**src/epsm_defines.vh**
```
`ifndef EPSM_DEFINES_VH
`define EPSM_DEFINES_VH
// ----------------------------------------
// register byte offsets
// ----------------------------------------
`define EPSM_OFS_REV        8'h00
`define EPSM_OFS_FRAC       8'h04
`define EPSM_OFS_SPEED      8'h08
`define EPSM_OFS_ZSTAT      8'h0c
`define EPSM_OFS_CTRL       8'h10
`define EPSM_OFS_PPR        8'h14
`define EPSM_OFS_IRQ_STAT   8'h18
`define EPSM_OFS_IRQ_MASK   8'h1c
// ----------------------------------------
// field positions
// ----------------------------------------
`define EPSM_CTRL_START_BIT 0
`define EPSM_ZSTAT_DONE_BIT 0
`define EPSM_IRQ_ZERO_BIT   0
`define EPSM_IRQ_SPEED_BIT  1
`define EPSM_IRQ_WRAP_BIT   2
`define EPSM_IRQ_W          3
// ----------------------------------------
// reset values
// ----------------------------------------
`define EPSM_RST_REV        16'h0000
`define EPSM_RST_FRAC       16'h0000
`define EPSM_RST_SPEED      17'h00000
`define EPSM_RST_PPR        16'h0400
`define EPSM_RST_IRQ_MASK   3'h0
// ----------------------------------------
// scaling and timing
// ----------------------------------------
`define EPSM_FRAC_SHIFT     16
`define EPSM_RPM_PER_KHZ    60000
`define EPSM_SPEED_MAX      60000
`define EPSM_CLK_HZ         40000000
`define EPSM_WIN_TIME_US    1000
`define EPSM_WIN_CYCLES     (`EPSM_WIN_TIME_US * (`EPSM_CLK_HZ / 1000000))
`define EPSM_DIV_STEPS      40
`endif

```
**src/epsm_top.v**
```verilog
// Functional notes
// reset clears revolution count and fraction
// finished zero search clears count and fraction
// full turn forward increments, reverse decrements
// fraction is unsigned 0..65535 per turn
// fraction rises forward, falls reverse
// speed from pulses counted per 1 ms
// speed value refreshed every window
// signed speed, limited to +/-60000 rpm
// raw window speed, no filtering
// zero flag 0 until search completes
// fraction = pulses*65536/ppr, carry into count
// revolution count wraps modulo 65536
`timescale 1ns/1ps
`include "epsm_defines.vh"

module epsm_top #(
  parameter WIN_CYCLES = `EPSM_WIN_CYCLES
) (
  input  wire        sys_clk_in,
  input  wire        sys_rst_in,
  input  wire        psel_in,
  input  wire        penable_in,
  input  wire        pwrite_in,
  input  wire [7:0]  paddr_in,
  input  wire [31:0] pwdata_in,
  output reg  [31:0] prdata_out,
  output reg         pready_out,
  output reg         pslverr_out,
  input  wire        enc_a_in,
  input  wire        enc_b_in,
  input  wire        enc_idx_in,
  output reg         irq_out
);

  localparam ZS_IDLE   = 2'd0;
  localparam ZS_SEARCH = 2'd1;
  localparam ZS_DONE   = 2'd2;

  localparam JOB_FRAC  = 1'b0;
  localparam JOB_SPEED = 1'b1;

  // ----------------------------------------
  // pin synchronisers
  // ----------------------------------------
  reg  [2:0]  pin_meta_ff;
  reg  [2:0]  pin_sync_ff;
  reg  [2:0]  pin_last_ff;
  wire [2:0]  pin_raw;

  assign pin_raw = {enc_idx_in, enc_b_in, enc_a_in};

  // all three channels in one process, so each register has a single driver
  always @(posedge sys_clk_in) begin
    if (sys_rst_in) begin
      pin_meta_ff <= 3'h0;
      pin_sync_ff <= 3'h0;
      pin_last_ff <= 3'h0;
    end else begin
      pin_meta_ff <= pin_raw;
      pin_sync_ff <= pin_meta_ff;
      pin_last_ff <= pin_sync_ff;
    end
  end

  // one counted pulse per rising edge of channel a; b low means forward
  wire pulse     = pin_sync_ff[0] & ~pin_last_ff[0];
  wire fwd       = ~pin_sync_ff[1];
  wire idx_rise  = pin_sync_ff[2] & ~pin_last_ff[2];

  // ----------------------------------------
  // apb slave
  // ----------------------------------------
  reg  [15:0] ppr_ff;
  reg  [`EPSM_IRQ_W-1:0] irq_stat_ff;
  reg  [`EPSM_IRQ_W-1:0] irq_mask_ff;
  reg  [1:0]  zs_state_ff;
  reg  [15:0] rev_ff;
  reg  [15:0] frac_ff;
  reg  [16:0] speed_ff;

  wire        acc     = psel_in & penable_in;
  wire        done    = acc & pready_out;
  wire        wr_done = done & pwrite_in;
  wire        rd_done = done & ~pwrite_in;

  reg  [31:0] nxt_rdata;
  reg         nxt_err;

  always @* begin
    nxt_rdata = 32'h0000_0000;
    nxt_err   = 1'b0;
    if (paddr_in == `EPSM_OFS_REV) begin
      nxt_rdata = {16'h0000, rev_ff};
    end else if (paddr_in == `EPSM_OFS_FRAC) begin
      nxt_rdata = {16'h0000, frac_ff};
    end else if (paddr_in == `EPSM_OFS_SPEED) begin
      nxt_rdata = {15'h0000, speed_ff};
    end else if (paddr_in == `EPSM_OFS_ZSTAT) begin
      nxt_rdata = {31'h0000_0000, zs_state_ff == ZS_DONE};
    end else if (paddr_in == `EPSM_OFS_CTRL) begin
      nxt_rdata = 32'h0000_0000;
    end else if (paddr_in == `EPSM_OFS_PPR) begin
      nxt_rdata = {16'h0000, ppr_ff};
    end else if (paddr_in == `EPSM_OFS_IRQ_STAT) begin
      nxt_rdata = {29'h0000_0000, irq_stat_ff};
    end else if (paddr_in == `EPSM_OFS_IRQ_MASK) begin
      nxt_rdata = {29'h0000_0000, irq_mask_ff};
    end else begin
      nxt_err   = 1'b1;
    end
  end

  // one wait state: pready rises in the second access cycle
  always @(posedge sys_clk_in) begin
    if (sys_rst_in) begin
      pready_out  <= 1'b0;
      pslverr_out <= 1'b0;
      prdata_out  <= 32'h0000_0000;
    end else begin
      pready_out  <= acc & ~pready_out;
      pslverr_out <= acc & ~pready_out & nxt_err;
      if (acc & ~pready_out & ~pwrite_in) begin
        prdata_out <= nxt_rdata;
      end else if (done) begin
        prdata_out <= 32'h0000_0000;
      end
    end
  end

  wire wr_ctrl  = wr_done & (paddr_in == `EPSM_OFS_CTRL);
  wire start_zs = wr_ctrl & pwdata_in[`EPSM_CTRL_START_BIT];

  // zero pulses per turn would make the divider divide by zero, so such writes are ignored
  always @(posedge sys_clk_in) begin
    if (sys_rst_in) begin
      ppr_ff      <= `EPSM_RST_PPR;
      irq_mask_ff <= `EPSM_RST_IRQ_MASK;
    end else begin
      if (wr_done & (paddr_in == `EPSM_OFS_PPR) & (pwdata_in[15:0] != 16'h0000)) begin
        ppr_ff <= pwdata_in[15:0];
      end
      if (wr_done & (paddr_in == `EPSM_OFS_IRQ_MASK)) begin
        irq_mask_ff <= pwdata_in[`EPSM_IRQ_W-1:0];
      end
    end
  end

  // ----------------------------------------
  // zero search
  // ----------------------------------------
  reg  [1:0]  nxt_zs_state;
  wire        zs_hit = (zs_state_ff == ZS_SEARCH) & idx_rise;

  always @* begin
    nxt_zs_state = zs_state_ff;
    case (zs_state_ff)
      ZS_IDLE: begin
        if (start_zs) nxt_zs_state = ZS_SEARCH;
      end
      ZS_SEARCH: begin
        if (idx_rise) nxt_zs_state = ZS_DONE;
      end
      ZS_DONE: begin
        if (start_zs) nxt_zs_state = ZS_SEARCH;
      end
      default: begin
        nxt_zs_state = ZS_IDLE;
      end
    endcase
  end

  always @(posedge sys_clk_in) begin
    if (sys_rst_in) begin
      zs_state_ff <= ZS_IDLE;
    end else begin
      zs_state_ff <= nxt_zs_state;
    end
  end

  // ----------------------------------------
  // position
  // ----------------------------------------
  reg  [15:0] turn_cnt_ff;
  wire [15:0] ppr_last = ppr_ff - 16'h0001;
  wire        wrap_fwd = pulse & fwd & (turn_cnt_ff >= ppr_last);
  wire        wrap_rev = pulse & ~fwd & (turn_cnt_ff == 16'h0000);

  always @(posedge sys_clk_in) begin
    if (sys_rst_in) begin
      turn_cnt_ff <= 16'h0000;
      rev_ff      <= `EPSM_RST_REV;
    end else if (zs_hit) begin
      turn_cnt_ff <= 16'h0000;
      rev_ff      <= 16'h0000;
    end else if (pulse) begin
      if (fwd) begin
        if (wrap_fwd) begin
          turn_cnt_ff <= 16'h0000;
          rev_ff      <= rev_ff + 16'h0001;
        end else begin
          turn_cnt_ff <= turn_cnt_ff + 16'h0001;
        end
      end else begin
        if (wrap_rev) begin
          turn_cnt_ff <= ppr_last;
          rev_ff      <= rev_ff - 16'h0001;
        end else begin
          turn_cnt_ff <= turn_cnt_ff - 16'h0001;
        end
      end
    end
  end

  // ----------------------------------------
  // speed window
  // ----------------------------------------
  reg  [15:0] win_cnt_ff;
  reg  [17:0] win_pulses_ff;
  reg  [17:0] win_latch_ff;
  reg         speed_pend_ff;
  wire        win_end = (win_cnt_ff == WIN_CYCLES[15:0] - 16'h0001);
  wire [17:0] pulse_step = ~pulse ? 18'h00000 : (fwd ? 18'h00001 : 18'h3ffff);

  always @(posedge sys_clk_in) begin
    if (sys_rst_in) begin
      win_cnt_ff    <= 16'h0000;
      win_pulses_ff <= 18'h00000;
      win_latch_ff  <= 18'h00000;
    end else if (win_end) begin
      win_cnt_ff    <= 16'h0000;
      win_latch_ff  <= win_pulses_ff + pulse_step;
      win_pulses_ff <= 18'h00000;
    end else begin
      win_cnt_ff    <= win_cnt_ff + 16'h0001;
      win_pulses_ff <= win_pulses_ff + pulse_step;
    end
  end

  // ----------------------------------------
  // shared serial divider
  // ----------------------------------------
  // one divider serves both jobs; fraction lags pulses by 42 to 123 cycles
  reg  [39:0] div_quo_ff;
  reg  [16:0] div_rem_ff;
  reg  [5:0]  div_step_ff;
  reg         div_busy_ff;
  reg         div_job_ff;
  reg         div_neg_ff;
  reg         speed_evt_ff;
  // a pass begun before a zero hit holds a stale turn count
  reg         div_drop_ff;
  reg  [15:0] div_den_ff;

  wire        win_neg  = win_latch_ff[17];
  wire [17:0] win_mag  = win_neg ? (18'h00000 - win_latch_ff) : win_latch_ff;
  wire [39:0] spd_num  = {22'h000000, win_mag} * 40'd`EPSM_RPM_PER_KHZ;
  wire [39:0] frac_num = {8'h00, turn_cnt_ff, 16'h0000};
  wire [16:0] rem_sh   = {div_rem_ff[15:0], div_quo_ff[39]};
  wire        rem_ge   = rem_sh >= {1'b0, div_den_ff};
  wire [16:0] rem_sub  = rem_sh - {1'b0, div_den_ff};
  wire        div_last = div_busy_ff & (div_step_ff == 6'd`EPSM_DIV_STEPS - 6'd1);
  wire [39:0] quo_fin  = {div_quo_ff[38:0], rem_ge};
  wire        spd_over = quo_fin > 40'd`EPSM_SPEED_MAX;
  wire [16:0] spd_mag  = spd_over ? 17'd`EPSM_SPEED_MAX : quo_fin[16:0];

  always @(posedge sys_clk_in) begin
    if (sys_rst_in) begin
      speed_pend_ff <= 1'b0;
    end else if (win_end) begin
      speed_pend_ff <= 1'b1;
    end else if (~div_busy_ff) begin
      speed_pend_ff <= 1'b0;
    end
  end

  always @(posedge sys_clk_in) begin
    if (sys_rst_in) begin
      div_quo_ff   <= 40'h00_0000_0000;
      div_rem_ff   <= 17'h00000;
      div_step_ff  <= 6'd0;
      div_busy_ff  <= 1'b0;
      div_job_ff   <= JOB_FRAC;
      div_neg_ff   <= 1'b0;
      div_drop_ff  <= 1'b0;
      div_den_ff   <= `EPSM_RST_PPR;
      frac_ff      <= `EPSM_RST_FRAC;
      speed_ff     <= `EPSM_RST_SPEED;
      speed_evt_ff <= 1'b0;
    end else begin
      speed_evt_ff <= 1'b0;
      if (zs_hit) begin
        frac_ff <= 16'h0000;
        div_drop_ff <= 1'b1;
      end
      if (~div_busy_ff) begin
        div_busy_ff <= 1'b1;
        div_step_ff <= 6'd0;
        div_rem_ff  <= 17'h00000;
        div_job_ff  <= speed_pend_ff ? JOB_SPEED : JOB_FRAC;
        div_neg_ff  <= win_neg;
        div_drop_ff <= zs_hit;
        div_den_ff  <= ppr_ff;
        div_quo_ff  <= speed_pend_ff ? spd_num : frac_num;
      end else begin
        div_quo_ff  <= quo_fin;
        div_rem_ff  <= rem_ge ? rem_sub : rem_sh;
        div_step_ff <= div_step_ff + 6'd1;
        if (div_last) begin
          div_busy_ff <= 1'b0;
          if (div_job_ff == JOB_SPEED) begin
            speed_ff     <= div_neg_ff ? (17'h00000 - spd_mag) : spd_mag;
            speed_evt_ff <= 1'b1;
          end else if (~zs_hit & ~div_drop_ff) begin
            frac_ff      <= quo_fin[15:0];
          end
        end
      end
    end
  end

  // ----------------------------------------
  // interrupts
  // ----------------------------------------
  wire [`EPSM_IRQ_W-1:0] irq_evt;
  wire                   rd_stat = rd_done & (paddr_in == `EPSM_OFS_IRQ_STAT);
  wire [`EPSM_IRQ_W-1:0] irq_keep = rd_stat ? (irq_stat_ff & ~prdata_out[`EPSM_IRQ_W-1:0])
                                            : irq_stat_ff;

  assign irq_evt[`EPSM_IRQ_ZERO_BIT]  = zs_hit;
  assign irq_evt[`EPSM_IRQ_SPEED_BIT] = speed_evt_ff;
  assign irq_evt[`EPSM_IRQ_WRAP_BIT]  = ~zs_hit & ((wrap_fwd & (rev_ff == 16'hffff)) |
                                                   (wrap_rev & (rev_ff == 16'h0000)));

  // a read clears only the bits it returned; later sets survive
  always @(posedge sys_clk_in) begin
    if (sys_rst_in) begin
      irq_stat_ff <= {`EPSM_IRQ_W{1'b0}};
      irq_out     <= 1'b0;
    end else begin
      irq_stat_ff <= irq_keep | irq_evt;
      irq_out     <= |((irq_keep | irq_evt) & irq_mask_ff);
    end
  end

endmodule // epsm_top

```
**config.mk**
```make
export PLATFORM = sky130hd
export DESIGN_NAME = epsm_top
export DESIGN_NICKNAME = d
export VERILOG_FILES = /design/src/epsm_top.v
export VERILOG_INCLUDE_DIRS = /design/src
export SDC_FILE = /design/constraint.sdc
export NUM_CORES = 1
export LEC_CHECK = 0
export ABC_AREA = 1
export BUFFER_PORTS_ARGS = -buffer_cell sky130_fd_sc_hd__buf_2
export CORE_MARGIN = 4
export CORE_UTILIZATION = 35
export DETAILED_ROUTE_END_ITERATION = 7
export PLACE_DENSITY = 0.61
export SYNTH_ARGS = -nofsm -noshare
export SYNTH_HDL_FRONTEND = slang
export SYNTH_SLANG_ARGS = --single-unit
```
**constraint.sdc**
```tcl
create_clock -name sys_clk_in -period 5.6 [get_ports sys_clk_in]
set_clock_uncertainty 0.1 [all_clocks]
set_input_delay 0.28 -clock sys_clk_in [delete_from_list [all_inputs] [get_ports sys_clk_in]]
set_output_delay 0.28 -clock sys_clk_in [all_outputs]
set_load 0.1 [all_outputs]
```
==> metrics.yaml, run 1 <==
start_util_pct: 35.7
grt_pass1_wl_um: 81400
crit_cells: 27
grt_usage_pct: 18.2
post-route-period-util_pct: 99.6
worstReg2RegStart: "win_latch_ff[1]"
rr_worst_depth: 27
root_buffer: "clkbuf_16"
drt-total-wl_um: 50200
drtIter0Drc: 1088
die_area_mm2: 0.0539
yosysWarnings: 0
rrSetupSlack_ps: 20
seq_power_share_pct: 37.3
hold_violations: 0
htree_levels: 1
syn_inst: 2382
worst_ep_required_time_ps: 5950
synthTopCellsByArea: "dfxtp_1, ha_1, fa_1, inv_1, nand2_1"
grt_overflow: 0
path_max_fanout: 4
nNetsFinal: 2808
r2r-end: "div_quo_ff[31]"
async_flop_share_pct: 0
crit_arrival_ps: 5930
setup_ws_ps: 23.9
antenna_found_initial: 0
p_int_uw: 3490
leakagePower_uw: 0.00950
drc: 0
path_delay_family: "adder cells"
synth.avg_cell_area_um2: 7.39
fmax_ghz: 0.179
synth_edf_count: 0
combPwrFrac_pct: 21.5
port_buffers: 51
synth_top_area_cell: "dfxtp_1"
rows: 81
final_cell_mix: "nand2_1, inv_1, dfxtp_1"
rsz0062_at_grt: "yes"
synth_top_cell_area_share_pct: 28.8
synth_flop_cell: "dfxtp_1"
swShare_pct: 32.0
grt_pass1_vias: 16000
slowest_delay_ps: 510
grt_max_degree: 46
clk_pin_slew_ps: 60
fillers: 5033
fin_util_pct: 43.1
clk_latency_ps: 580
synth-seq-area-share_pct: 28.8
routabilityCongestion: 0.929
synthDistinctLibCells: 59
max_slew_margin_pct: 19.6
status: "finished clean"
syn_area_mm2: 0.0176
critical_path_class: "reg2reg"
syn2layout_area_growth_pct: 20.9
path_common_cell: "inv_2"
n_antenna_cell: 0
hp-class: "in2reg"
final_common_cell: "nand2_1"
cp-start-kind: "flip-flop"
path_buf_inv: 8
power_density_mw_per_mm2: 242
power.share.clock_pct: 41.1
fp.coreArea_mm2: 0.0494
via_per_inst: 5.05
worst_setup_path_end_kind: "flip-flop"
holdWs_ps: 32.8
die_x_um: 232
drv_slew: 0
cts_tree: "yes"
ys_ff_latch: 253
dpl_worst_slack_ps: -292
crit_start: "win_latch_ff[1]"
layout-drive-gt1-share_pct: 15.4
period_needed_ps: 5580
tightest_slew_ps: 1200
ir_drop_mv: 0.359
cp-endpoint: "div_quo_ff[31]"
firstDrtPassIters: 6
p_sw_uw: 1650
crit_slowest_cell: "fa_1"
die_h_um: 232
avgRoutedWirePerCell_um: 15.5
cts_buffers: 30
vias: 16300
drv_cap: 0
dp_hpwl_um: 38100
io_pins: 83
setup_viol: 0
clock_path_buffers: 3
detail-route-antenna-nets: 0
clock_sinks: 253
cell families (layout without fill, tap and decap cells):
group | after synthesis | in the layout | synth area share, %
AND/OR/NAND/NOR | 815 | 815 | 20.2
AO/OA/AOI/OAI | 543 | 543 | 17.4
buffers and inverters | 449 | 620 | 10.1
flip-flops | 253 | 253 | 28.8
adder cells (fa/ha/maj) | 217 | 217 | 18.3
XOR/XNOR | 104 | 104 | 5.18
other | 1 | 15 | 0.0213
cell usage after synthesis, drive strengths merged, types with 5 or more instances:
| master | instances |
|---|---|
| a211oi | 19 |
| a21o | 9 |
| a21oi | 246 |
| a221oi | 7 |
| a31oi | 17 |
| buf | 38 |
| clkbuf | 42 |
| clkinv | 7 |
| dfxtp | 253 |
| fa | 68 |
| ha | 149 |
| inv | 362 |
| nand2 | 362 |
| nand3 | 102 |
| nand4 | 29 |
| nor2 | 248 |
| nor3 | 41 |
| nor4 | 19 |
| o211ai | 12 |
| o21ai | 153 |
| o21bai | 7 |
| o221ai | 6 |
| o22ai | 45 |
| o31ai | 6 |
| or2 | 5 |
| xnor2 | 32 |
| xor2 | 72 |
layout make-up:
class                   count  area, µm²  share of cell area [%]
flip-flops and latches    253       5070                    23.8
clock inverters            23        305                    1.44
repair buffers            195       1400                    6.59
clock buffers              33        782                    3.68
inverters                 369       1390                    6.54
multi-input cells        1694      11500                    54.0
well taps                 664        831                    3.91
how the worst min path moves through the flow:
stage	from	end	slack, ps	cells past startpoint
floorplan	enc_a_in	pin_meta_ff[0]	290	2
global placement	pin_meta_ff[1]	pin_sync_ff[1]	300	2
detailed placement	pin_meta_ff[2]	pin_sync_ff[2]	310	2
CTS	paddr_in[2]	zs_state_ff[0]	6	6
global route	paddr_in[2]	zs_state_ff[0]	70	6
finish	paddr_in[2]	zs_state_ff[0]	30	6
through the flow:
step           cell area, µm²  total power, µW  std cells  setup TNS [ps]
6_report                21300             5140       3231               0
4_1_cts                 20700             5170       3220               0
5_1_grt                 21300             5430       3231           -1510
2_1_floorplan           17700             2820       2396               0
3_5_place_dp            19200             3030       3139           -1860
3_3_place_gp            19200             3010       3139           -1090
worst reg2reg max path: stages (launching register included):
cell,delay (ps)
dfxtp_2,340
inv_2,80
ha_4,130
inv_2,40
nor3_4,220
nand2_2,100
inv_2,100
a31oi_4,100
xor2_2,180
buf_4,150
fa_1,490
inv_2,40
fa_1,480
fa_1,510
inv_2,40
fa_1,490
inv_1,50
fa_1,510
inv_2,50
ha_4,310
nand3_4,90
nor3_4,140
nand3_2,120
nand3_4,140
a31oi_2,100
or2_4,240
nand3_2,60
a21oi_1,60
power by group through the flow:
stage               sequential [µW]  clock [µW]  combinational (µW)
floorplan                      1950           0                 869
global route                   1930        2240                1260
detailed placement             1960           0                1080
finish                         1920        2110                1110
global placement               1960           0                1050
CTS                            1920        2150                1100
registers in the layout, summed over array words and instances (netlist names), 6 cells and up:
signal,cells
div_quo_ff,40
win_latch_ff,18
win_pulses_ff,18
prdata_out,17
speed_ff,17
div_den_ff,16
div_rem_ff,16
frac_ff,16
ppr_ff,16
rev_ff,16
turn_cnt_ff,16
win_cnt_ff,16
div_step_ff,6
timing repair:
action                                  4_1_cts  5_1_grt
resized for setup                            32      112
setup buffers                                 3       11
hold endpoints to repair                     26        0
hold buffers                                 22        0
endpoints found under the setup margin       10       16
pin swaps                                    18       47
per-layer routing:
layer / up-vias / track usage (%) / routed length (µm)
li1: 8184 / - / -
met3: 61 / 1.63 / 2020
met4: 0 / 3.42 / 779
met5: - / 0 / 0
met2: 341 / 31.2 / 23900
met1: 7745 / 25.1 / 23500
No activity file was read; power rests on OpenSTA's default activity.
==> run 2, diff against run 1 <==
--- a/config.mk
+++ b/config.mk
@@ -8,10 +8,12 @@
 export LEC_CHECK = 0
 export ABC_AREA = 1
 export BUFFER_PORTS_ARGS = -buffer_cell sky130_fd_sc_hd__buf_2
+export CELL_PAD_IN_SITES_DETAIL_PLACEMENT = 1
+export CELL_PAD_IN_SITES_GLOBAL_PLACEMENT = 2
 export CORE_MARGIN = 4
-export CORE_UTILIZATION = 35
+export CORE_UTILIZATION = 33
 export DETAILED_ROUTE_END_ITERATION = 7
-export PLACE_DENSITY = 0.61
+export PLACE_DENSITY = 0.86
 export SYNTH_ARGS = -nofsm -noshare
 export SYNTH_HDL_FRONTEND = slang
 export SYNTH_SLANG_ARGS = --single-unit
==> run 2 against run 1 <==
- the flow now finishes with violations (setup timing)
- first-iteration DRC count down 25%
- sequential power about the same
- setup slack worse by 170 ps
- flip-flop and latch count unchanged
- via count up 1.6%
- final cell count up 0.46%
- maximum frequency down 3.0%
==> metrics.yaml, run 2 (synthesis gave the netlist of run 1 again) <==
clk_latency_ps: 600  # +20 ps
firstDrtPassIters: 5  # -1
placed_area_mm2: 0.0192  # -0.23%
slowest_delay_ps: 560  # +50 ps
path_delay_family: "adder cells"
period_needed_ps: 5750  # +171 ps
grt_max_degree: 61  # +33%
critical_path_class: "reg2reg"
worst_ep_required_time_ps: 6020  # +70 ps
drtIter0Drc: 821  # -25%
rsz0062_at_grt: "yes"
fmax_ghz: 0.174  # -3.0%
holdWs_ps: 67.6  # +34.9 ps
setup_viol: 7  # +7
path_max_fanout: 3  # -1
dp_hpwl_um: 43100  # +13%
hold_violations: 0  # unchanged
grt_overflow: 0  # unchanged
n_antenna_cell: 0  # unchanged
design_area_mm2: 0.0213  # about the same
die_h_um: 239  # +2.9%
max_slew_margin_pct: 27.1  # +7.5 points
die_x_um: 239  # +2.9%
cts_tree: "yes"
p_sw_uw: 1660  # +0.68%
detail-route-antenna-nets: 0  # unchanged
drt-total-wl_um: 57600  # +15%
rows: 84  # +3.7%
status: "finished, violations left"
power.share.clock_pct: 40.2  # -0.9 points
top_regs: "div_quo_ff x40, win_latch_ff x18, win_pulses_ff x18"
ir_drop_mv: 0.276  # -23%
power_density_mw_per_mm2: 239  # -0.95%
nNetsFinal: 2801  # -0.25%
clk_pin_slew_ps: 70  # about the same
fp.coreArea_mm2: 0.0527  # +6.7%
clock_path_buffers: 3  # unchanged
leakagePower_uw: 0.00950  # about the same
post-route-period-util_pct: 103  # +3.1 points
crit_slowest_cell: "fa_1"
antenna_found_initial: 1  # +1
avgRoutedWirePerCell_um: 17.8  # +14%
htree_levels: 1  # unchanged
grt_usage_pct: 19.3  # +1.1 points
layout-drive-gt1-share_pct: 15.2  # -0.14 points
start_util_pct: 33.4  # -2.2 points
dpl_worst_slack_ps: -400  # -108 ps
die_area_mm2: 0.0571  # +5.8%
syn2layout_area_growth_pct: 20.9  # about the same
swShare_pct: 32.5  # +0.51 points
largest_reg_flops: 40  # unchanged
violations: "setup timing"
io_pins: 83  # unchanged
drc: 0  # unchanged
tightest_slew_ps: 1090  # -115 ps
setup_ws_ps: -147  # -171 ps
final_cell_mix: "inv_1, nand2_1, dfxtp_1"
drv_slew: 0  # unchanged
via_per_inst: 5.11  # +1.1%
path_buf_inv: 4  # -4
top_register: "div_quo_ff"
grt_pass1_vias: 17500  # +9.5%
cts_buffers: 31  # +3.3%
drv_cap: 0  # unchanged
port_buffers: 51  # unchanged
clock_sinks: 253  # unchanged
grt_pass1_wl_um: 91500  # +12%
combPwrFrac_pct: 22.1  # +0.6 points
routabilityCongestion: 0.845  # -9.0%
root_buffer: "clkbuf_16"
p_int_uw: 3440  # -1.6%
hp-class: "in2reg"
crit_arrival_ps: 6160  # +230 ps
final_common_cell: "inv_1"
worst_setup_path_end_kind: "flip-flop"
path_common_cell: "inv_1"
fillers: 6475  # +29%
seq_power_share_pct: 37.7  # +0.4 points
vias: 16600  # +1.6%
cp-start-kind: "flip-flop"
## run 2: cell types whose count changed in the layout (fill, tap and decap cells not counted), moves of 4 or more
cell and change:
nor2_4 +4, buf_4 -12, clkinvlp_4 -4, inv_2 -5
nor2_1 -4, clkbuf_8 +5, clkinv_4 -4, clkbuf_1 +6
## run 2: path summary, 6_finish.rpt
check / from / end / slack, ps / cells past startpoint
worst max-delay path: win_latch_ff[0] / div_quo_ff[31] / -150 / 26
worst min-delay path: paddr_in[3] / zs_state_ff[0] / 70 / 6
worst max register to register: win_latch_ff[0] / div_quo_ff[31] / -150 / 26
worst min register to register: pin_meta_ff[2] / pin_sync_ff[2] / 310 / 2
## run 2: area by class of cell
cell class	instances	area (µm²)	share of cell area (%)
clock buffer	45	898	4.22
clock inverter	10	119	0.559
inverter	369	1400	6.56
multi-input combinational	1694	11600	54.4
sequential	253	5070	23.8
tap	688	861	4.05
timing repair buffer	187	1360	6.37
## run 2: through the flow
| step | total power, µW | cells | utilization (%) | setup TNS, ps |
|---|---|---|---|---|
| 2_1_floorplan | 2820 | 2396 | - | 0 |
| 3_3_place_gp | 3040 | 3153 | 36.4 | -932 |
| 3_5_place_dp | 3080 | 3153 | 36.4 | -2890 |
| 4_1_cts | 5160 | 3240 | 39.4 | -392 |
| 5_1_grt | 5390 | 3246 | 40.4 | -3810 |
| 6_report | 5090 | 3246 | 40.4 | -685 |
## run 2: worst min-delay path: cells and delay by family
family	cells	cell delay (ps)
compound gates	1	60
simple gates	4	270
buf+inv	1	110
## run 2: power groups by stage
stage / Sequential (µW) / Combinational (µW) / Clock (µW)
4_1_cts: 1920 / 1140 / 2100
3_3_place_gp: 1960 / 1080 / 0
6_report: 1920 / 1130 / 2050
5_1_grt: 1930 / 1290 / 2170
3_5_place_dp: 1960 / 1120 / 0
2_1_floorplan: 1950 / 869 / 0
## run 2: routing by layer
| metal | up-vias | GRT usage (%) | part of all wire [%] |
|---|---|---|---|
| met5 | - | 0 | 0 |
| met2 | 273 | 33.9 | 49 |
| met3 | 102 | 2.13 | 3.1 |
| met1 | 8072 | 25.2 | 45 |
| met4 | 0 | 5.42 | 3.2 |
| li1 | 8147 | - | - |
## run 2: repair_timing
item	CTS	global route
endpoints found under the setup margin	13	14
hold buffers	23	0
resized for setup	67	102
pin swaps	47	69
hold endpoints to repair	25	0
setup buffers	10	7
